==> src/aows_pkg.sv <==
// shared constants for the analog output waveform sequencer
package aows_pkg;
	localparam int BUS_W = 32;
	localparam int ADDR_W = 6;
	localparam int SIB_LINES = 7;
	localparam int SEL_W = 5;

	// register byte offsets
	localparam logic [ADDR_W-1:0] OFF_CTRL = 6'h00;
	localparam logic [ADDR_W-1:0] OFF_CFG = 6'h04;
	localparam logic [ADDR_W-1:0] OFF_SRC = 6'h08;
	localparam logic [ADDR_W-1:0] OFF_REF = 6'h0C;
	localparam logic [ADDR_W-1:0] OFF_RGL = 6'h10;
	localparam logic [ADDR_W-1:0] OFF_CNT = 6'h14;
	localparam logic [ADDR_W-1:0] OFF_DIV = 6'h18;
	localparam logic [ADDR_W-1:0] OFF_DLY = 6'h1C;
	localparam logic [ADDR_W-1:0] OFF_DATA = 6'h20;
	localparam logic [ADDR_W-1:0] OFF_STAT = 6'h24;

	// control command bits (write pulses)
	localparam int CTRL_GO = 0;
	localparam int CTRL_STOP = 1;
	localparam int CTRL_CLR = 2;

	// configuration bits
	localparam int CFG_W = 10;
	localparam int CFG_HW = 0;
	localparam int CFG_EXTCLK = 1;
	localparam int CFG_CONT = 2;
	localparam int CFG_REGEN = 3;
	localparam int CFG_TRIG_EN = 5;
	localparam int CFG_TRIG_FALL = 6;
	localparam int CFG_PAUSE_EN = 7;
	localparam int CFG_PAUSE_HI = 8;
	localparam int CFG_TRIG_OUT = 9;
	localparam logic [CFG_W-1:0] CFG_RST = 10'h000;

	localparam logic [1:0] REGEN_STD = 2'h0;
	localparam logic [1:0] REGEN_FIFO = 2'h1;
	localparam logic [1:0] REGEN_NONE = 2'h2;

	// source select fields
	localparam int SRC_W = 21;
	localparam int SRC_START = 0;
	localparam int SRC_PAUSE = 8;
	localparam int SRC_CLK = 16;
	localparam logic [SRC_W-1:0] SRC_RST = 21'h000000;

	// status bits
	localparam int STAT_RUN = 0;
	localparam int STAT_UF = 1;
	localparam int STAT_FULL = 2;
	localparam int STAT_EMPTY = 3;
	localparam int STAT_ARMED = 4;
	localparam int STAT_LVL = 8;

	localparam logic [31:0] CNT_RST = 32'h00000000;
	localparam logic [15:0] DIV_RST = 16'h0002;
	localparam logic [15:0] DLY_RST = 16'h0002;

	typedef enum logic [1:0] {
		AOWS_IDLE,
		AOWS_ARMED,
		AOWS_DELAY,
		AOWS_RUN
	} aows_state_t;
endpackage : aows_pkg

==> src/aows_sequencer.sv <==
// waveform sequencer: avalon registers, output fifo, start/pause, sample clock
`timescale 1ns/1ps
module aows_sequencer import aows_pkg::*; #(
	parameter int N_CH = 2,
	parameter int DAC_W = 16,
	parameter int FIFO_DEPTH = 16,
	parameter int N_PFI = 9,
	parameter int N_INT = 4
) (
	input wire logic core_clk,
	input wire logic arst_n,
	input wire logic [ADDR_W-1:0] avs_address,
	input wire logic avs_read,
	input wire logic avs_write,
	input wire logic [BUS_W-1:0] avs_writedata,
	output logic [BUS_W-1:0] avs_readdata,
	output logic avs_waitrequest,
	input wire logic sample_clock_timebase,
	input wire logic [N_PFI-1:0] pfi_in,
	input wire logic [SIB_LINES-1:0] sib_line,
	input wire logic [N_INT-1:0] int_sig,
	input wire logic start_trigger_pin_i,
	output logic start_trigger_pin_o,
	output logic start_trigger_pin_oe,
	output logic output_sample_clock,
	output logic [N_CH*DAC_W-1:0] dac_data,
	output logic dac_update,
	output logic [N_CH-1:0] ref_ext_sel,
	output logic [N_CH-1:0] reglitch_en
);
	localparam int SMP_W = N_CH * DAC_W;
	localparam int AW = $clog2(FIFO_DEPTH);
	localparam int N_SRC = 1 + N_PFI + SIB_LINES + N_INT;
	localparam logic [AW:0] FULL_LVL = (AW+1)'(FIFO_DEPTH);

	typedef struct packed {
		logic wait_q;
		logic [BUS_W-1:0] rdata_q;
		logic [CFG_W-1:0] cfg_q;
		logic [SRC_W-1:0] src_q;
		logic [N_CH-1:0] ref_q;
		logic [N_CH-1:0] rgl_q;
		logic [31:0] cnt_q;
		logic [15:0] div_q;
		logic [15:0] dly_q;
		aows_state_t st_q;
		logic [FIFO_DEPTH-1:0][SMP_W-1:0] mem_q;
		logic [AW-1:0] wr_q;
		logic [AW-1:0] rd_q;
		logic [AW-1:0] base_q;
		logic [AW:0] lvl_q;
		logic uf_q;
		logic [15:0] tb_cnt_q;
		logic [31:0] smp_q;
		logic tb_prev_q;
		logic [N_SRC-1:0] src_prev_q;
		logic strt_q;
		logic sclk_q;
		logic [SMP_W-1:0] dac_q;
		logic upd_q;
	} aows_regs_t;

	aows_regs_t q;
	aows_regs_t n;
	logic [N_SRC-1:0] src_vec;
	logic [BUS_W-1:0] rd_val;
	logic commit, go, stop, clr, push, pop, fire, start;
	logic hw, ext, cont, locked, paused, tb_edge, trig_edge, clk_edge;
	logic [1:0] regen;

	// index 0 is the start pin itself, so the reset selection uses it
	assign src_vec = {int_sig, sib_line, pfi_in, start_trigger_pin_i};

	function automatic logic pick(input logic [N_SRC-1:0] v,
		input logic [SEL_W-1:0] sel);
		pick = (int'(sel) < N_SRC) ? v[sel] : 1'b0;
	endfunction : pick

	assign hw = q.cfg_q[CFG_HW];
	assign ext = q.cfg_q[CFG_EXTCLK];
	assign cont = q.cfg_q[CFG_CONT];
	assign regen = q.cfg_q[CFG_REGEN +: 2];
	assign locked = (regen == REGEN_FIFO) && (q.st_q != AOWS_IDLE);
	assign commit = avs_write & ~q.wait_q;
	assign tb_edge = sample_clock_timebase & ~q.tb_prev_q;
	assign paused = q.cfg_q[CFG_PAUSE_EN] && (pick(src_vec,
		q.src_q[SRC_PAUSE +: SEL_W]) == q.cfg_q[CFG_PAUSE_HI]);
	assign clk_edge = pick(src_vec, q.src_q[SRC_CLK +: SEL_W])
		& ~pick(q.src_prev_q, q.src_q[SRC_CLK +: SEL_W]);
	assign trig_edge = q.cfg_q[CFG_TRIG_FALL] ?
		(~pick(src_vec, q.src_q[SRC_START +: SEL_W])
		& pick(q.src_prev_q, q.src_q[SRC_START +: SEL_W])) :
		(pick(src_vec, q.src_q[SRC_START +: SEL_W])
		& ~pick(q.src_prev_q, q.src_q[SRC_START +: SEL_W]));

	always_comb begin
		rd_val = '0;
		case (avs_address)
			OFF_CFG: rd_val[CFG_W-1:0] = q.cfg_q;
			OFF_SRC: rd_val[SRC_W-1:0] = q.src_q;
			OFF_REF: rd_val[N_CH-1:0] = q.ref_q;
			OFF_RGL: rd_val[N_CH-1:0] = q.rgl_q;
			OFF_CNT: rd_val = q.cnt_q;
			OFF_DIV: rd_val[15:0] = q.div_q;
			OFF_DLY: rd_val[15:0] = q.dly_q;
			OFF_STAT: begin
				rd_val[STAT_RUN] = (q.st_q == AOWS_DELAY) || (q.st_q == AOWS_RUN);
				rd_val[STAT_UF] = q.uf_q;
				rd_val[STAT_FULL] = (q.lvl_q == FULL_LVL);
				rd_val[STAT_EMPTY] = (q.lvl_q == '0);
				rd_val[STAT_ARMED] = (q.st_q == AOWS_ARMED);
				rd_val[STAT_LVL +: AW+1] = q.lvl_q;
			end
			default: rd_val = '0;
		endcase
	end

	always_comb begin
		n = q;
		go = 1'b0;
		stop = 1'b0;
		clr = 1'b0;
		push = 1'b0;
		pop = 1'b0;
		fire = 1'b0;
		start = 1'b0;
		n.upd_q = 1'b0;
		n.strt_q = 1'b0;
		n.sclk_q = 1'b0;
		n.tb_prev_q = sample_clock_timebase;
		n.src_prev_q = src_vec;
		// answer every request one cycle after it appears
		n.wait_q = ~((avs_read | avs_write) & q.wait_q);
		if (avs_read & q.wait_q) begin
			n.rdata_q = rd_val;
		end
		if (commit) begin
			case (avs_address)
				OFF_CTRL: begin
					go = avs_writedata[CTRL_GO];
					stop = avs_writedata[CTRL_STOP];
					clr = avs_writedata[CTRL_CLR] && (q.st_q == AOWS_IDLE);
				end
				OFF_CFG: n.cfg_q = avs_writedata[CFG_W-1:0];
				OFF_SRC: n.src_q = avs_writedata[SRC_W-1:0];
				OFF_REF: n.ref_q = avs_writedata[N_CH-1:0];
				OFF_RGL: n.rgl_q = avs_writedata[N_CH-1:0];
				OFF_CNT: n.cnt_q = avs_writedata;
				OFF_DIV: n.div_q = avs_writedata[15:0];
				OFF_DLY: n.dly_q = avs_writedata[15:0];
				OFF_DATA: begin
					if (!hw) begin
						n.dac_q = avs_writedata[SMP_W-1:0];
						n.upd_q = 1'b1;
					end else if (!locked && (q.lvl_q != FULL_LVL)) begin
						push = 1'b1;
					end
				end
				OFF_STAT: begin
					if (avs_writedata[STAT_UF]) begin
						n.uf_q = 1'b0;
					end
				end
				default: n.wait_q = 1'b1;
			endcase
		end
		if (stop) begin
			n.st_q = AOWS_IDLE;
		end else begin
			case (q.st_q)
				AOWS_IDLE: begin
					if (go && hw) begin
						if (q.cfg_q[CFG_TRIG_EN]) begin
							n.st_q = AOWS_ARMED;
						end else begin
							start = 1'b1;
						end
					end
				end
				AOWS_ARMED: start = trig_edge;
				AOWS_DELAY: begin
					if (tb_edge) begin
						if (q.tb_cnt_q + 16'h0001 >= q.dly_q) begin
							n.st_q = AOWS_RUN;
							n.tb_cnt_q = '0;
							fire = ~paused;
						end else begin
							n.tb_cnt_q = q.tb_cnt_q + 16'h0001;
						end
					end
				end
				AOWS_RUN: begin
					if (ext) begin
						fire = clk_edge & ~paused;
					end else if (tb_edge && !paused) begin
						if (q.tb_cnt_q + 16'h0001 >= q.div_q) begin
							n.tb_cnt_q = '0;
							fire = 1'b1;
						end else begin
							n.tb_cnt_q = q.tb_cnt_q + 16'h0001;
						end
					end
				end
				default: n.st_q = AOWS_IDLE;
			endcase
		end
		if (start) begin
			n.strt_q = 1'b1;
			n.smp_q = '0;
			n.tb_cnt_q = '0;
			n.base_q = q.rd_q;
			n.st_q = ext ? AOWS_RUN : AOWS_DELAY;
		end
		// pause gates the launch of a sample and holds the divider count, so an update
		// already issued always completes
		if (fire) begin
			n.sclk_q = 1'b1;
			if (q.lvl_q == '0) begin
				if (regen == REGEN_NONE) begin
					n.uf_q = 1'b1;
				end
			end else begin
				n.dac_q = q.mem_q[q.rd_q];
				n.upd_q = 1'b1;
				n.smp_q = q.smp_q + 32'h00000001;
				if (regen == REGEN_FIFO) begin
					n.rd_q = (q.rd_q + 1'b1 == q.wr_q) ? q.base_q
						: q.rd_q + 1'b1;
				end else begin
					pop = 1'b1;
				end
				if (!cont && (q.smp_q + 32'h00000001 >= q.cnt_q)) begin
					n.st_q = AOWS_IDLE;
				end
			end
		end
		if (push) begin
			n.mem_q[q.wr_q] = avs_writedata[SMP_W-1:0];
			n.wr_q = q.wr_q + 1'b1;
		end
		if (pop) begin
			n.rd_q = q.rd_q + 1'b1;
		end
		n.lvl_q = q.lvl_q + (AW+1)'(push) - (AW+1)'(pop);
		if (clr) begin
			n.wr_q = '0;
			n.rd_q = '0;
			n.lvl_q = '0;
		end
	end

	always_ff @(posedge core_clk or negedge arst_n) begin
		if (!arst_n) begin
			q <= '0;
			q.wait_q <= 1'b1;
			q.cfg_q <= CFG_RST;
			q.src_q <= SRC_RST;
			q.rgl_q <= '0;
			q.cnt_q <= CNT_RST;
			q.div_q <= DIV_RST;
			q.dly_q <= DLY_RST;
			q.st_q <= AOWS_IDLE;
		end else begin
			q <= n;
		end
	end

	assign avs_readdata = q.rdata_q;
	assign avs_waitrequest = q.wait_q;
	assign start_trigger_pin_o = q.strt_q;
	assign start_trigger_pin_oe = q.cfg_q[CFG_TRIG_OUT];
	assign output_sample_clock = q.sclk_q;
	assign dac_data = q.dac_q;
	assign dac_update = q.upd_q;
	assign ref_ext_sel = q.ref_q;
	assign reglitch_en = q.rgl_q;
endmodule : aows_sequencer

==> config.mk <==
export PLATFORM = sky130hd
export DESIGN_NAME = aows_sequencer
export DESIGN_NICKNAME = d
export VERILOG_FILES = /design/src/aows_pkg.sv /design/src/aows_sequencer.sv
export SDC_FILE = /design/constraint.sdc
export NUM_CORES = 1
export LEC_CHECK = 0
export BUFFER_PORTS_ARGS = -buffer_cell sky130_fd_sc_hd__buf_4
export CAP_MARGIN = 10
export CORE_ASPECT_RATIO = 0.75
export CORE_UTILIZATION = 60
export CTS_CLUSTER_DIAMETER = 100
export DETAILED_ROUTE_END_ITERATION = 7
export GPL_ROUTABILITY_DRIVEN = 0
export GPL_TIMING_DRIVEN = 0
export PLACE_DENSITY = 0.88
export SYNTH_ARGS = -nofsm -noshare
export SYNTH_HDL_FRONTEND = slang
export SYNTH_SLANG_ARGS = --single-unit
==> constraint.sdc <==
create_clock -name core_clk -period 11.85 [get_ports core_clk]
set_input_delay 1.185 -clock core_clk [delete_from_list [all_inputs] [get_ports core_clk]]
set_output_delay 1.185 -clock core_clk [all_outputs]
set_load 0.02 [all_outputs]
==> implementation parameters <==
Parameter                              Value

Layout
  Area occupied by registers ... 0.0192 mm^2
  Fillers ... 4019
  Fraction of layout cells with a size suffix above 1 ... 0.350
  Signed area change from the synthesized netlist to the final layout ... 12.2%
  Number of nets in the final layout ... 3270
  Post-layout instance count excluding filler cells ... 3995
  Final core utilization ... 0.684
  Combined area of the multi-input logic cells ... 0.0169 mm^2

Synthesis
  Post-synthesis cell count ... 2922
  Async set-reset flop share out of synthesis ... 1.00
  Number of register bits inferred by synthesis ... 769
  Number of flops mapped to enable cells by yosys ... 0
  Sequential area share after synthesis ... 0.508
  Number of unique standard cell types used by synthesis ... 82
  Count leader, synth ... dfrtp_1
  Number of nets in the synthesized netlist ... 3064
  Area of the mapped netlist ... 0.0379 mm^2
  Library cell with the largest summed area after synthesis ... dfrtp_1
  Post-Syn Area per Cell ... 13.0 um^2
  Share of the synthesized area in the top cell type ... 0.506
  Most frequent cells after synthesis ... dfrtp_1 (766), mux2_2 (631), nand2_1 (145)
  Area contributors post-synth ... dfrtp_1 (51%), mux2_2 (19%), mux4_2 (7.5%), mux2i_1 (2.6%), ha_1 (2.5%)
  Most used DFF post-synth ... dfrtp_1
  Yosys warning count ... 0

Clock tree
  Clk Latency, worst-skew pair ... 640 ps
  Post-CTS setup buffer count ... 0
  Clock root buffer ... clkbuf_16
  Clk slew on worst S/H paths ... 70 ps
  Clk sink count ... 769
  Total CTS buffers ... 74
  Max H-tree Level ... 3
  Max clock buf depth ... 3
  Number of cells upsized or downsized after cts ... 0
  Hold-fix buffer count after cts ... 0
  TritonCTS clock tree ... done

Placement
  Number of input and output port buffers inserted ... 117
  Estimated wirelength of the detail-placed design ... 76000 um
  Post-Place Cells ... 3860
  Placement-stage worst setup slack ... 4180 ps

STA
  Period minus WS final ... 8330 ps
  Fmax achieved ... 0.120 GHz
  Setup repair after global routing missed its margin ... false
  Count of final max-slew check failures ... 0
  Final-report hold violation count ... 0
  Final setup vio count ... 0
  Setup slack of the critical path after layout ... 3520 ps
  Max_slew headroom ... 0.0719
  Setup TNS Final ... 0 ps
  Fraction of the cycle the final worst path needs ... 0.703
  Tightest Pin Transition ... 1360 ps
  Final setup skew ... 14.5 ps

Worst setup path
  Destination of the worst register-to-register timing path ... q[110]
  Slack of the worst reg-to-reg path ... 3520 ps
  Cell count of the worst reg-to-reg path ... 29
  Family with the most delay on the worst path ... compound AO/OA/AOI/OAI gates
  CP endpoint kind ... flop
  Critical setup path kind ... reg2reg
  Critical path data required time ... 12400 ps
  Crit path max-delay cell type ... a2111oi_0
  Reg2reg start ... q[89]
  Longest individual stage delay on the worst path ... 1180 ps
  Biggest fanout along the worst timing path ... 10
  Startpoint type of the worst setup path ... flop
  Worst path most repeated cell ... a21oi_1
  CP bufs+invs ... 7
  Data arrival at the endpoint of the critical path ... 8880 ps

Floorplan
  Width of the die ... 292 um
  Total core area ... 0.0622 mm^2
  IO Pins ... 137
  Starting Density ... 0.609
  FP Rows ... 79
  Vert. Die Dim ... 220 um
  Die Outline Area ... 0.0641 mm^2

Detailed routing
  Routed length per instance ... 27.9 um
  Final Routed Wirelength ... 112000 um
  Number of routed nets with antenna violations ... 0
  Via-to-Cell Ratio ... 6.80
  Remaining routing DRC violations ... 1
  Starting DRT DRC Count ... 3324
  Number of iterations in the first detailed-routing pass ... 8
  Total number of vias ... 27181

Global route
  Residual overflow from global routing ... 0
  Number of global-route vias before repair ... 28374
  Global-route wire length before repair ... 170000 um
  Pin count of the biggest net entering global routing ... 123
  Total routing resource utilization after global routing ... 0.354
  Number of antenna violations at the first check in global routing ... 4

Status
  Status ... finished, violations left
  Violations in the final reports ... design-rule violations

Run
  # Max-Cap Violations ... 0

Power and ir drop
  Power density relative to cell area ... 166 mW/mm^2
  VDD IR max ... 0.152 mV
  Cell leakage power ... 20.6 nW

Worst hold path
  Worst hold-check path type ... in2async
==> where the power goes <==
part | internal, W | leakage, nW | switching, W | total [W]
Clock | 0.00138 | 1.20 | 0.00105 | 0.00243
Sequential | 0.00275 | 10.6 | 0.000114 | 0.00287
Combinational | 0.000665 | 8.86 | 0.00111 | 0.00178
Total | 0.00480 | 20.6 | 0.00227 | 0.00707
==> flip-flops by register name, summed over array words and instances, names as in the netlist <==
name	count
q	693
avs_readdata	32
dac_data	32
ref_ext_sel	2
reglitch_en	2
avs_waitrequest	1
cont	1
dac_update	1
ext	1
hw	1
output_sample_clock	1
start_trigger_pin_o	1
start_trigger_pin_oe	1
==> cell usage in the layout (no fill, tap or decap), types with 27 or more instances in the layout <==
cell | Yosys | layout
xnor2_1 | 28 | 28
ha_1 | 77 | 77
buf_4 | 71 | 187
nand3_1 | 28 | 28
mux4_2 | 126 | 126
clkbuf_1 | 114 | 134
nand2_1 | 145 | 145
a21oi_1 | 96 | 96
nor2_1 | 85 | 85
mux2i_1 | 100 | 100
a22oi_1 | 27 | 27
buf_1 | 89 | 88
clkbuf_16 | 0 | 77
mux2_2 | 631 | 631
dfrtp_1 | 766 | 766
and3_1 | 35 | 35
o21ai_0 | 87 | 87
inv_1 | 89 | 89
==> per-stage QoR <==
stage,cell area (um^2),total power [W],hold slack [ps]
2_1_floorplan,37900,0.00392,451
3_3_place_gp,39800,0.00451,464
3_5_place_dp,40000,0.00461,475
4_1_cts,42500,0.00701,488
5_1_grt,42500,0.00726,509
6_report,42500,0.00707,488
==> worst reg2reg max path, delay by kind of cell (launching register included) <==
family,cells,cell delay (ps)
AOI/OAI and AO/OA,8,2640
adders and majority gates,4,1050
xor gates and xnor gates,1,350
and+or+nand+nor,9,2030
DFF,1,480
buffers and inverters,7,1720
==> kinds of logic after synthesis <==
kind of cell / count (synthesis) / synth area share
muxes: 859 / 0.290
DFF: 769 / 0.508
and+or+nand+nor: 426 / 0.0559
buffers and inverters: 382 / 0.0459
AOI/OAI and AO/OA: 359 / 0.0630
adders and majority gates: 78 / 0.0260
xor gates and xnor gates: 49 / 0.0113
==> metal layers <==
metal	vias up	wire, um	track usage
li1	10986	-	-
met1	13851	42200	0.467
met2	1861	49500	0.536
met3	481	13600	0.112
met4	2	6310	0.173
met5	-	7	0
==> how the worst max path moves through the flow <==
stage          startpoint      to  slack [ps]  depth (start not counted)
3_5_place_dp        q[89]  q[110]        4180                         29
3_3_place_gp       arst_n  q[333]        1480                          1
2_1_floorplan       q[89]  q[110]        6300                         29
5_1_grt             q[89]  q[110]        3320                         29
4_1_cts             q[89]  q[110]        4080                         29
6_report            q[89]  q[110]        3520                         29
==> cell type report <==
type / count / share of cell area
Timing Repair Buffer: 130 / 0.0274
Clock buffer: 112 / 0.0520
Tap cell: 810 / 0.0238
Antenna cell: 2 / 0.000118
Buffer: 293 / 0.0330
Sequential cell: 769 / 0.453
Multi-Input combinational cell: 1771 / 0.397
Inverter: 89 / 0.00786
Clock inverter: 19 / 0.00568
(Power assumes the default switching activity.)
